`config.mk`:
```
export PLATFORM = sky130hd
export DESIGN_NAME = asrp_port
export DESIGN_NICKNAME = d
export VERILOG_FILES = /design/src/rtl/asrp_pkg.sv /design/src/rtl/asrp_port.sv /design/src/rtl/asrp_sync.sv
export VERILOG_INCLUDE_DIRS = /design/src /design/src/rtl
export SDC_FILE = /design/constraint.sdc
export NUM_CORES = 1
export LEC_CHECK = 0
export BUFFER_PORTS_ARGS = -buffer_cell sky130_fd_sc_hd__buf_2
export CORE_ASPECT_RATIO = 0.9
export CORE_MARGIN = 5
export CORE_UTILIZATION = 50
export DETAILED_ROUTE_END_ITERATION = 7
export GPL_TIMING_DRIVEN = 0
export PLACE_DENSITY_LB_ADDON = 0.08
export SLEW_MARGIN = 10
export SYNTH_ARGS = -nofsm -noshare
export SYNTH_HDL_FRONTEND = slang
export SYNTH_SLANG_ARGS = --single-unit
```
`constraint.sdc`:
```
create_clock -name clock -period 5.11 [get_ports clock]
set_clock_uncertainty 0.15 [all_clocks]
set_input_delay 0.511 -clock clock [delete_from_list [all_inputs] [get_ports clock]]
set_output_delay 0.511 -clock clock [all_outputs]
set_load 0.1 [all_outputs]
```
`src/rtl/asrp_defs.svh`:
```
// constants of the converter serial readout port
//
// Operation
// - mode pin: low fast, float fine, high low-power
// - format pin low SPI, high frame-sync
// - shared pin drives ready or takes frame
// - resync/power-down input is active low
// - daisy-chain input shifts behind own result
// - result every 256 or 512 master clocks
// - ready output falls when result is ready
// - first bit valid before ready falls
// - ready returns high after serial clock falls
// - next bit shifted out on serial falling edge
// - chain input sampled on serial falling edges
// - 24-bit two's complement result, saturating
`ifndef ASRP_DEFS_SVH
`define ASRP_DEFS_SVH

`define ASRP_RES_W        24
`define ASRP_FILT_W       28
`define ASRP_SYNC_W       7
`define ASRP_CNT_W        10
`define ASRP_CONV_FAST    10'h100
`define ASRP_CONV_SLOW    10'h200
`define ASRP_PDWN_HOLD    10'h200
`define ASRP_POS_FS       24'h7FFFFF
`define ASRP_NEG_FS       24'h800000
`define ASRP_POS_FS_WIDE  28'h07FFFFF
`define ASRP_NEG_FS_WIDE  28'hF800000
`define ASRP_SHREG_RST    24'h000000
`define ASRP_CNT_RST      10'h000

`endif

```
`src/rtl/asrp_pkg.sv`:
```
// types of the converter serial readout port
package asrp_pkg;

  typedef enum logic [1:0] {
    ASRP_FAST,
    ASRP_FINE,
    ASRP_LOWPWR
  } asrp_mode_type;

  typedef struct packed {
    logic [9:0]  conv_cnt;
    logic [9:0]  hold_cnt;
    logic        pd;
    logic        result_ready_n;
    logic        armed;
    logic        load_p;
    logic [23:0] shreg;
    logic        sclk_p;
    logic        frame_p;
  } asrp_state_type;

  typedef struct packed {
    logic [6:0] s1;
    logic [6:0] s2;
  } asrp_sync_state_type;

endpackage

```
`src/rtl/asrp_port.sv`:
```
// serial readout port of a 24-bit converter
`timescale 1ns/1ps
`include "asrp_defs.svh"

module asrp_port (
  input  wire logic                    clock,               // master clock, 25 MHz
  input  wire logic                    rst,                 // synchronous reset, active high
  input  wire logic                    mode_low_det,        // mode pin seen driven low
  input  wire logic                    mode_high_det,       // mode pin seen driven high
  input  wire logic                    format_pin,          // 0 SPI, 1 frame-sync
  input  wire logic                    resync_powerdown_n,  // resync / power-down, active low
  input  wire logic                    sclk,                // serial clock from host
  input  wire logic                    din,                 // daisy-chain data input
  input  wire logic                    ready_or_frame_in,   // shared pin, input side
  input  wire logic [`ASRP_FILT_W-1:0] filter_value,        // signed filter output, same clock
  output logic                         dout,                // serial data output
  output logic                         ready_or_frame_out,  // shared pin, output side
  output logic                         ready_or_frame_oe,   // shared pin, drive enable
  output logic                         powered_down,        // converter halted
  output asrp_pkg::asrp_mode_type      op_mode,             // decoded operating mode
  output logic                         spi_format           // SPI readout selected
);

  ////////////////////////////////////////////////////////////////////////////////
  // pin synchronisation

  logic [`ASRP_SYNC_W-1:0] pins_s;
  logic                    mode_low_s;
  logic                    mode_high_s;
  logic                    format_s;
  logic                    sync_n_s;
  logic                    sclk_s;
  logic                    din_s;
  logic                    frame_strobe_in;

  // sclk and din share the same latency, so din lines up with the detected edge
  asrp_sync u_sync (
    .clock (clock),
    .rst   (rst),
    .d     ({mode_low_det, mode_high_det, format_pin, resync_powerdown_n,
             sclk, din, ready_or_frame_in}),
    .q     (pins_s)
  );

  assign mode_low_s      = pins_s[6];
  assign mode_high_s     = pins_s[5];
  assign format_s        = pins_s[4];
  assign sync_n_s        = pins_s[3];
  assign sclk_s          = pins_s[2];
  assign din_s           = pins_s[1];
  assign frame_strobe_in = pins_s[0];

  ////////////////////////////////////////////////////////////////////////////////
  // functions

  // clamp the wide filter word to the 24-bit code range
  function automatic logic [`ASRP_RES_W-1:0] asrp_sat(input logic [`ASRP_FILT_W-1:0] v);
    logic [`ASRP_RES_W-1:0] r;
    r = v[`ASRP_RES_W-1:0];
    if ($signed(v) > $signed(`ASRP_POS_FS_WIDE))
    begin
      r = `ASRP_POS_FS;
    end
    else if ($signed(v) < $signed(`ASRP_NEG_FS_WIDE))
    begin
      r = `ASRP_NEG_FS;
    end
    return r;
  endfunction

  // last count of a conversion period for a mode
  function automatic logic [`ASRP_CNT_W-1:0] asrp_last(input asrp_pkg::asrp_mode_type m);
    logic [`ASRP_CNT_W-1:0] p;
    p = (m == asrp_pkg::ASRP_FAST) ? `ASRP_CONV_FAST : `ASRP_CONV_SLOW;
    return p - 10'h001;
  endfunction

  ////////////////////////////////////////////////////////////////////////////////
  // mode and format decode

  always_comb
  begin
    if (mode_low_s)
    begin
      op_mode = asrp_pkg::ASRP_FAST;
    end
    else if (mode_high_s)
    begin
      op_mode = asrp_pkg::ASRP_LOWPWR;
    end
    else
    begin
      op_mode = asrp_pkg::ASRP_FINE;
    end
  end

  assign spi_format = ~format_s;

  ////////////////////////////////////////////////////////////////////////////////
  // state

  asrp_pkg::asrp_state_type q;
  asrp_pkg::asrp_state_type n;

  logic sclk_rise;
  logic sclk_fall;
  logic frame_rise;
  logic period_end;

  assign sclk_rise  = ~q.sclk_p & sclk_s;
  assign sclk_fall  = q.sclk_p & ~sclk_s;
  assign frame_rise = ~q.frame_p & frame_strobe_in;
  assign period_end = (q.conv_cnt >= asrp_last(op_mode));

  always_comb
  begin
    n         = q;
    n.sclk_p  = sclk_s;
    n.frame_p = frame_strobe_in;
    n.load_p  = 1'b0;
    if (!sync_n_s)
    begin
      // low restarts the period; held low long enough it halts the converter
      n.conv_cnt       = `ASRP_CNT_RST;
      n.result_ready_n = 1'b1;
      n.armed          = 1'b0;
      if (q.hold_cnt != `ASRP_PDWN_HOLD)
      begin
        n.hold_cnt = q.hold_cnt + 10'h001;
      end
      else
      begin
        n.pd = 1'b1;
      end
    end
    else
    begin
      n.hold_cnt = `ASRP_CNT_RST;
      n.pd       = 1'b0;
      if (period_end)
      begin
        n.conv_cnt = `ASRP_CNT_RST;
      end
      else
      begin
        n.conv_cnt = q.conv_cnt + 10'h001;
      end
      if (spi_format && !q.result_ready_n && sclk_rise)
      begin
        n.armed = 1'b1;
      end
      if (sclk_fall)
      begin
        n.shreg = {q.shreg[`ASRP_RES_W-2:0], din_s};
        if (q.armed)
        begin
          n.result_ready_n = 1'b1;
          n.armed          = 1'b0;
        end
      end
      // ready falls one clock after the word is loaded, so the MSB leads it;
      // it comes after the release so that an old read never hides a new word
      if (q.load_p)
      begin
        n.result_ready_n = 1'b0;
        n.armed          = 1'b0;
      end
      // an unread word is overwritten by the next one
      if (spi_format && period_end)
      begin
        n.shreg  = asrp_sat(filter_value);
        n.load_p = 1'b1;
      end
      else if (!spi_format && frame_rise)
      begin
        n.shreg = asrp_sat(filter_value);
      end
      if (!spi_format)
      begin
        n.result_ready_n = 1'b1;
        n.armed          = 1'b0;
      end
    end
  end

  always_ff @(posedge clock)
  begin
    if (rst)
    begin
      q.conv_cnt       <= `ASRP_CNT_RST;
      q.hold_cnt       <= `ASRP_CNT_RST;
      q.pd             <= 1'b0;
      q.result_ready_n <= 1'b1;
      q.armed          <= 1'b0;
      q.load_p         <= 1'b0;
      q.shreg          <= `ASRP_SHREG_RST;
      q.sclk_p         <= 1'b0;
      q.frame_p        <= 1'b0;
    end
    else
    begin
      q <= n;
    end
  end

  ////////////////////////////////////////////////////////////////////////////////
  // outputs

  assign dout               = q.shreg[`ASRP_RES_W-1];
  assign ready_or_frame_out = q.result_ready_n;
  // in frame-sync format the pin is released to the host's frame strobe
  assign ready_or_frame_oe  = spi_format;
  assign powered_down       = q.pd;

  // bit that the next serial falling edge brings to dout
  logic next_bit;
  assign next_bit = q.shreg[`ASRP_RES_W-2];
endmodule

```
`src/rtl/asrp_sync.sv`:
```
// two-flop synchroniser for the pins of the readout port
`timescale 1ns/1ps
`include "asrp_defs.svh"

module asrp_sync (
  input  wire logic                    clock,  // master clock
  input  wire logic                    rst,    // synchronous reset
  input  wire logic [`ASRP_SYNC_W-1:0] d,      // raw pin levels
  output logic      [`ASRP_SYNC_W-1:0] q       // levels after two flops
);

  asrp_pkg::asrp_sync_state_type st_q;
  asrp_pkg::asrp_sync_state_type st_d;

  // first stage is read only by the second stage
  always_comb
  begin
    st_d.s1 = d;
    st_d.s2 = st_q.s1;
  end

  always_ff @(posedge clock)
  begin
    if (rst)
    begin
      st_q <= '0;
    end
    else
    begin
      st_q <= st_d;
    end
  end

  assign q = st_q.s2;

endmodule
```
Yosys cells after proc, flatten, opt, wreduce, memory -nomap -nowiden
Index checks and enable logic that the tools add are counted.
{"block": "totals", "latch_bits": 0, "rom_bits": 0, "output_inout_bits": 7, "inputBits": 37, "mem_bits_rw": 0, "wordCells": 55, "n_memories": 0, "ff_bits": 64}
{"block": "classes", "addsub": 3, "n_lt_le_gt_ge": 3, "muxes": 13, "div": 0, "mul": 0, "bitwise_logic": 8, "n_reduce_logical": 16, "shifts": 0, "eq_ne": 1}
{"cell": "24-bit 2-to-1 mux", "count": 5}
{"cell": "28-bit by 24-bit > comparator with 1-bit output (second input constant)", "count": 1}
{"cell": "28-bit by 24-bit less-than comparator with 1-bit output (second input constant)", "count": 1}
{"cell": "10-bit by 1-bit adder with 10-bit output (second input constant)", "count": 2}
{"cell": "10-bit greater-or-equal comparator", "count": 1}
{"cell": "10-bit 2-to-1 mux", "count": 1}
{"cell": "2-bit 2-to-1 mux", "count": 5}
{"cell": "10-bit != test (second input constant)", "count": 1}
{"cell": "10-bit by 1-bit subtractor with 10-bit output (second input constant)", "count": 1}
{"cell": "3-bit OR reduction", "count": 2}
{"cell": "1-bit NOT", "count": 5}
{"cell": "1-bit logical AND", "count": 4}
{"cell": "2-bit AND reduction", "count": 2}
{"cell": "2-bit nonzero test", "count": 2}
{"cell": "2-bit OR reduction", "count": 2}
{"cell": "4-bit OR reduction", "count": 1}
{"cell": "1-bit AND", "count": 3}
{"cell": "3-bit nonzero test", "count": 1}
{"cell": "2-bit logical NOT", "count": 1}
{"cell": "1-bit 2-to-1 mux", "count": 2}
{"cell": "1-bit logical NOT", "count": 1}

Logic depth before layout (Yosys ltp)
Gate-level depths: netlist of the first run.
{"block": "logic_depth", "ltp_word": 9, "ltp_mapped": 7, "depth_no_buf": 6}

Cells and area by module
A second synthesis of the first run with hierarchy kept.
{"block": "hier_totals", "hier_cells": 318, "hier_area_um2": 2951.6}
{"module": "asrp_port", "cells_per_inst": 289, "area_per_inst_um2": 2543.7, "n_inst": 1, "seq_area_each_um2": 1001.0}
{"module": "asrp_sync", "cells_per_inst": 29, "area_per_inst_um2": 407.9, "n_inst": 1, "seq_area_each_um2": 280.3}

Least setup slack after synthesis of the first run
No wires, ideal clock.
{"block": "synth_timing", "kind": "reg-to-output", "start": "reg u_sync.st_q, in the netlist u_sync.q[5]", "end": "out op_mode[1]", "path_slack_ps": 2788, "path_stages_with_launch": 2, "n_path_buf": 0, "arrival_ps": 1661, "required_time_ps": 4449, "cell_sequence": "dfxtp_1 -> nor2b_1"}
{"block": "synth_via", "elab_chain_len": 2}
{"element": "start: declaration", "line_no": "asrp_sync.sv:12", "source": "asrp_pkg::asrp_sync_state_type st_q;"}
{"element": "start signal: assignment", "line_no": "asrp_sync.sv:30", "source": "st_q <= st_d;"}
{"element": "2-bit 2-to-1 mux", "line_no": "asrp_port.sv:87", "source": "else if (mode_high_s)"}
{"element": "2-bit 2-to-1 mux", "line_no": "asrp_port.sv:83", "source": "if (mode_low_s)"}
{"element": "end: declaration", "line_no": "asrp_port.sv:20", "source": "output asrp_pkg::asrp_mode_type op_mode,"}
Every way passes these cells.

Worst setup path in the final report of the first run
{"block": "layout_timing", "start": "reg u_sync.st_q, in the netlist u_sync.q[4]", "end": "out spi_format"}
{"block": "layout_via", "elab_chain_len": 1}
{"element": "1-bit NOT", "line_no": "asrp_port.sv:97", "source": "assign spi_format = ~format_s;"}
{"element": "end: declaration", "line_no": "asrp_port.sv:21", "source": "output logic spi_format"}
Every way passes these cells.

==> run metrics, run 1 <==
status completed; worst reg2reg path startpoint q[40]; depth of the most critical reg-to-reg path 7; clock sink total 64; Antenna Nets Post-Route 0; Congestion Overflow GR 0; Layout Nets 386; via density per instance 5.18; setup repair after global routing missed its margin no; part of the Yosys area used for sequential elements 0.437; flip-flop cell with the highest count after synthesis sky130_fd_sc_hd__dfxtp_1; syn avg cell area 10.1 um2; count of different cell masters after synthesis 41; total negative setup slack 0 ps; post-detailed-placement half-perimeter wirelength 3750 um; setup violation total in the final timing report 0; count of hold buffers inserted by post-cts repair 0; launch point of the critical path u_sync.q[4]; buffer cell driving the clock tree root sky130_fd_sc_hd__clkbuf_8; first-pass GRT wire length 10000 um; minimum period implied by the final worst setup slack 2110 ps; final standard cell area without fillers 0.00341 mm2; Num CTS Buffers 9; Final period util 0.413; maximum clock path buffer count 2; Site Rows 26; total via count after detailed routing 2177; most frequent standard cell in the layout excluding fill and tap cells sky130_fd_sc_hd__dfxtp_1; Crit path largest cell delay 410 ps; worst relative slew slack 0.536; Die Y-Extent 82.6 um; number of antenna violations at the first check in global routing 0; largest voltage drop on the vdd net 238 uV; setup bufs post-CTS 0; count of buffers from port buffering 43; path category of the worst min-delay check in2reg; commonest cells after routing, fill and taps aside sky130_fd_sc_hd__dfxtp_1, sky130_fd_sc_hd__buf_2, sky130_fd_sc_hd__nand2_1; number of warning messages in the yosys log 0; max-capacitance violation count 0; asr flop ratio synth 0; Post-DP Area 0.00323 mm2; area of the core region 0.00569 mm2; clock tree from TritonCTS done; critical path capture point type primary output; Routed WL per cell 13.3 um; cell area after technology mapping 0.00293 mm2; die area 0.00750 mm2; critical setup path kind reg2out; fraction of layout cells with a size suffix above 1 0.329; Least-Margin Pin Slew 697 ps; Worst EP required 4450 ps; Final Hold Vio Count 0; post-cts repair resize count 0; effective utilization at floorplan 0.515; Die Width 90.7 um; total wirelength of the detailed-routed design 5600 um; overall routing resource usage 0.167; cell count after synthesis 291; cell mode on critical path sky130_fd_sc_hd__buf_2; register-to-register setup slack 3070 ps; critical path data arrival time 1450 ps; Worst Hold Endpoint u_sync.st_d[3]; startpoint of the worst hold path resync_powerdown_n; via count of the first global-routing pass 2185; cell-by-cell listing of the critical path buf_2 > inv_1 > buf_4 > buf_2; clock latency at the later pin of the worst-skew pair 350 ps; number of synthesized flops with an enable pin 0; number of placed I/O pins 44; residual DRC count 0; synth-to-layout area growth 16.4%; count of routing violations after the opening detailed-route iteration 69; Clk pin slew, worst setup/hold paths 80 ps; Critical R2R Capture q[14]; static leakage 1.22 nW; pwr/cell area 288 mW/mm2; H-tree depth 3; Yosys reg bits 64; maximum number of pins on one net before global-route repair 14; peak fanout along the critical path 9; number of stages on the worst hold path 2; Slew Viols, Final 0; critical path startpoint category register; slowest library cell on the worst path sky130_fd_sc_hd__buf_2; FMAX 474 MHz; Ant. Diodes 0; Pre-Repair DR Iteration Count 4; net count after synthesis 332; gp weighted congestion 0.755
-- logic make-up after synthesis --
| family | share of synthesized area |
|---|---|
| AO/OA/AOI/OAI | 0.221 |
| XOR/XNOR | 0.0448 |
| adder cells (fa/ha/maj) | 0.0171 |
| buffers and inverters | 0.0521 |
| flip-flops | 0.437 |
| multiplexers | 0.00726 |
| AND/OR/NAND/NOR | 0.221 |
-- final cells by class --
| type | instances | area [um2] |
|---|---|---|
| clock inverter | 7 | 55.1 |
| inverter | 6 | 22.5 |
| tap | 70 | 87.6 |
| multi-input combinational | 204 | 1500 |
| clock buffer | 9 | 124 |
| timing repair buffer | 43 | 215 |
| buffer | 17 | 130 |
| fill | 499 | 2280 |
| sequential | 64 | 1280 |
-- worst max-delay path: cells and delay by family, from the launching register on --
family	cells	cell delay, ps
buffers and inverters	4	800
flip-flops	1	300
-- stage by stage --
| stage | setup slack (ps) | cells | hold slack, ps | utilization | total power [W] |
|---|---|---|---|---|---|
| after floorplan | 2790 | 291 | 251 | - | 0.000578 |
| after global placement | 3010 | 404 | 267 | 0.568 | 0.000602 |
| after detailed placement | 3010 | 404 | 270 | 0.568 | 0.000603 |
| after CTS | 2980 | 420 | 200 | 0.600 | 0.000996 |
| after global routing | 2910 | 420 | 191 | 0.600 | 0.00103 |
| final | 3000 | 420 | 216 | 0.600 | 0.000982 |
-- sequential cells by signal, indices dropped and copies added, names as in the netlist --
signal and cells:
next_bit 1, ready_or_frame_out 1, powered_down 1, dout 1, u_sync.q 7, u_sync.st_d 7
q 46
-- worst max-delay path by stage --
stage                 endpoint  slack, ps  depth (start not counted)
detailed placement        q[5]       3010                          7
CTS                 spi_format       2980                          4
global route             q[14]       2910                          7
floorplan           op_mode[1]       2790                          1
global placement         q[21]       3010                          7
finish              spi_format       3000                          4
-- power breakdown --
group	switching [W]	internal (W)	total (W)	leakage, nW
logic	0.0000488	0.0000308	0.0000797	0.612
clock network	0.000212	0.000180	0.000391	0.0862
registers	0.00000471	0.000507	0.000511	0.519
total	0.000265	0.000717	0.000982	1.22
-- synthesized netlist by cell type (2+ instances only) --
master                      n  area, um2
sky130_fd_sc_hd__nor2b_1   19        119
sky130_fd_sc_hd__nand4_1    3       18.8
sky130_fd_sc_hd__a21oi_1    8       40.0
sky130_fd_sc_hd__dfxtp_1   64       1280
sky130_fd_sc_hd__buf_6      3       33.8
sky130_fd_sc_hd__and3_1     6       37.5
sky130_fd_sc_hd__xor2_1    10       87.6
sky130_fd_sc_hd__o221ai_1   3       26.3
sky130_fd_sc_hd__and2_1    23        144
sky130_fd_sc_hd__nor3_1     2       10.0
sky130_fd_sc_hd__inv_1      6       22.5
sky130_fd_sc_hd__clkbuf_1   7       26.3
sky130_fd_sc_hd__nand3_1   12       60.1
sky130_fd_sc_hd__nand2_1   26       97.6
sky130_fd_sc_hd__a21oi_2   19        166
sky130_fd_sc_hd__buf_2      3       15.0
sky130_fd_sc_hd__xnor2_1    5       43.8
sky130_fd_sc_hd__ha_1       4       50.1
sky130_fd_sc_hd__nor4_1     2       12.5
sky130_fd_sc_hd__nor2_1    23       86.3
sky130_fd_sc_hd__o221ai_2  20        300
sky130_fd_sc_hd__buf_4      2       15.0
sky130_fd_sc_hd__buf_12     2       40.0
sky130_fd_sc_hd__nand2b_1   2       12.5
-- metal layers --
metal | vias up | global-route usage | part of all wire
met5 | - | 0 | 0
met2 | 51 | 0.258 | 0.44
met3 | 9 | 0.0516 | 0.058
li1 | 1118 | - | -
met4 | 0 | 0.0729 | 0.016
met1 | 999 | 0.218 | 0.49
Note: power is estimated with default switching activity, not from simulation.
==> inputs of run 2 (changes only) <==
--- a/config.mk
+++ b/config.mk
@@ -6,6 +6,7 @@
 export SDC_FILE = /design/constraint.sdc
 export NUM_CORES = 1
 export LEC_CHECK = 0
+export ABC_AREA = 1
 export BUFFER_PORTS_ARGS = -buffer_cell sky130_fd_sc_hd__buf_2
 export CORE_ASPECT_RATIO = 0.9
 export CORE_MARGIN = 5
==> constraint.sdc (replaced) <==
create_clock -name clock -period 1.9 [get_ports clock]
set_clock_uncertainty 0.15 [all_clocks]
set_input_delay 0.19 -clock clock [delete_from_list [all_inputs] [get_ports clock]]
set_output_delay 0.19 -clock clock [all_outputs]
set_load 0.1 [all_outputs]
==> run 2 against run 1 <==
Against the previous run:
- sequential share of layout area is 4.7 points lower
- hold slack lost 150 ps
- total power rose to 2.8 times the previous value
- die area rose by 4.5%
- first-iteration DRC count up 51%
- global-route usage grew 0.53 points
- critical path depth grew 8
- critical path type is now reg2reg
- critical endpoint is now q[13]
==> run metrics, run 2 <==
Antenna Nets Post-Route 0; net count after synthesis 528; first-pass GRT wire length 11300 um; number of placed I/O pins 44; post-synthesis mux area share 0; path category of the worst min-delay check in2reg; depth of the most critical reg-to-reg path 12; Num CTS Buffers 9; peak fanout along the critical path 10; Synth Area in XOR/XNOR 0.0142; clock latency at the later pin of the worst-skew pair 330 ps; total negative setup slack 0 ps; asr flop ratio synth 0; Synth area leaders sky130_fd_sc_hd__dfxtp_1, sky130_fd_sc_hd__nand2_1, sky130_fd_sc_hd__nor2_1; worst reg2reg path startpoint u_sync.q[6]; clock sink total 64; Worst EP required 1970 ps; area of the core region 0.00605 mm2; Final period util 0.991; cell taking the most area after synthesis sky130_fd_sc_hd__dfxtp_1; part of the Yosys area used for sequential elements 0.416; register-to-register setup slack 20 ps; placed insts 601; fraction of layout cells with a size suffix above 1 0.206; critical path data arrival time 1960 ps; Congestion Overflow GR 0; Ant. Diodes 0; final standard cell count with taps included and fillers excluded 631; max-capacitance violation count 0; most numerous cell in the Yosys netlist sky130_fd_sc_hd__nand2_1; Die Y-Extent 84.5 um; number of stages on the worst hold path 2; overall routing resource usage 0.173; number of synthesized flops with an enable pin 0; buffer cell driving the clock tree root sky130_fd_sc_hd__clkbuf_8; Site Rows 27; H-tree depth 3; setup violation total in the final timing report 0; minimum period implied by the final worst setup slack 1880 ps; number of flip-flops in the largest register 46; startpoint of the worst hold path rst; die area 0.00784 mm2; count of different cell masters after synthesis 24; clock tree from TritonCTS done; number of warning messages in the yosys log 0; gp weighted congestion 0.787; via density per instance 4.69; Yosys reg bits 64; critical setup path kind reg2reg; effective utilization at floorplan 0.510; most frequent standard cell in the layout excluding fill and tap cells sky130_fd_sc_hd__nand2_1; worst relative slew slack 0.666; maximum clock path buffer count 2; status completed; register with the highest flop count q; Final Hold Vio Count 0; critical path startpoint category register; largest family of logic cells by synthesized area simple AND/OR/NAND/NOR gates; static leakage 1.96 nW; Slew Viols, Final 0; cell area after technology mapping 0.00308 mm2; residual DRC count 0; Clk pin slew, worst setup/hold paths 70 ps; Pre-Repair DR Iteration Count 4; commonest cells after routing, fill and taps aside sky130_fd_sc_hd__nand2_1, sky130_fd_sc_hd__nor2_1, sky130_fd_sc_hd__inv_1; cell count after synthesis 487; fraction of the mapped netlist area in simple logic gates 0.399; maximum number of pins on one net before global-route repair 12; count of routing violations after the opening detailed-route iteration 104; synth-to-layout area growth 27.2%; post-detailed-placement half-perimeter wirelength 4450 um; Worst Hold Endpoint u_sync.q[2]; largest voltage drop on the vdd net 405 uV; flip-flop cell with the highest count after synthesis sky130_fd_sc_hd__dfxtp_1; complex-gate fraction of the synthesized area 0.0390; ranking of synthesized cells by instance count sky130_fd_sc_hd__nand2_1, sky130_fd_sc_hd__nor2_1, sky130_fd_sc_hd__dfxtp_1, sky130_fd_sc_hd__inv_1, sky130_fd_sc_hd__nand3_1; FMAX 531 MHz; Routed WL per cell 10.6 um; Die Width 92.8 um; via count of the first global-routing pass 2684; Critical R2R Capture q[13]; top cell type's share of synthesized area 0.416; count of buffers from port buffering 42; setup repair after global routing missed its margin yes; pwr/cell area 708 mW/mm2; area share of fa/ha/maj cells after synthesis 0.0162; total via count after detailed routing 2957; Least-Margin Pin Slew 501 ps; total wirelength of the detailed-routed design 6700 um; Layout Nets 595; syn avg cell area 6.33 um2; critical path capture point type register; number of antenna violations at the first check in global routing 0
run 2: how the worst max path moves through the flow:
stage / from / slack, ps / depth (start not counted) / end
after floorplan: u_sync.q[4] / -50 / 9 / dout
after global placement: u_sync.q[6] / -130 / 11 / q[10]
after detailed placement: u_sync.q[6] / -130 / 11 / q[11]
after CTS: q[48] / 3 / 12 / dout
after global routing: u_sync.q[6] / -80 / 12 / q[16]
final: u_sync.q[6] / 20 / 12 / q[13]
run 2: metal layers:
| layer | global-route usage | wire, um | vias up |
|---|---|---|---|
| li1 | - | - | 1599 |
| met1 | 0.211 | 3080 | 1305 |
| met2 | 0.296 | 3300 | 49 |
| met3 | 0.0493 | 282 | 4 |
| met4 | 0.0493 | 44 | 0 |
| met5 | 0 | 0 | - |
run 2: final cells by class:
cell class,count,area (um2)
inverter,64,244
multi-input combinational,339,1600
clock inverter,5,56.3
tap,72,90.1
clock buffer,11,141
fill,546,2130
buffer,20,155
sequential,64,1290
timing repair buffer,56,348
run 2: timing repair:
item	4_1_cts	5_1_grt
gates cloned	0	2
pin swaps	1	6
hold buffers	7	0
buffers inserted	1	4
resized for setup	5	51
endpoints found under the setup margin	23	24
hold endpoints to repair	7	0
run 2: logic make-up (layout without fill, tap and decap cells):
| group | count (synthesis) | in the layout |
|---|---|---|
| and+or+nand+nor | 307 | 307 |
| buffers and inverters | 84 | 156 |
| xor gates and xnor gates | 5 | 5 |
| AOI/OAI and AO/OA | 23 | 23 |
| adders and majority gates | 4 | 4 |
| DFF | 64 | 64 |
run 2: power breakdown:
group / leakage [nW] / switching (W) / internal (W)
logic: 1.34 / 0.000144 / 0.0000886
registers: 0.521 / 0.0000148 / 0.00137
clock network: 0.0993 / 0.000524 / 0.000640
total: 1.96 / 0.000682 / 0.00209
run 2: through the flow:
stage                     hold WS (ps)  instance area, um2  setup WS [ps]   util  total power (W)
after global routing              68.0                3920          -82.3  0.648          0.00291
after global placement             237                3400           -134  0.562          0.00162
after floorplan                    147                3100          -47.5      -          0.00155
after detailed placement           242                3400           -132  0.562          0.00162
after CTS                         57.3                3680           3.40  0.609          0.00280
final                             64.8                3920           17.7  0.648          0.00278
run 2: critical path, stage by stage, from the launching register on:
cell,delay (ps)
sky130_fd_sc_hd__dfxtp_4,360
sky130_fd_sc_hd__ha_4,260
sky130_fd_sc_hd__nand2_2,50
sky130_fd_sc_hd__nor2_2,110
sky130_fd_sc_hd__nand3_2,90
sky130_fd_sc_hd__nand2_2,80
sky130_fd_sc_hd__nand2_4,100
sky130_fd_sc_hd__nand3_4,80
sky130_fd_sc_hd__nand2_4,70
sky130_fd_sc_hd__buf_8,150
sky130_fd_sc_hd__buf_12,150
sky130_fd_sc_hd__nor2_2,80
sky130_fd_sc_hd__nor2_1,40
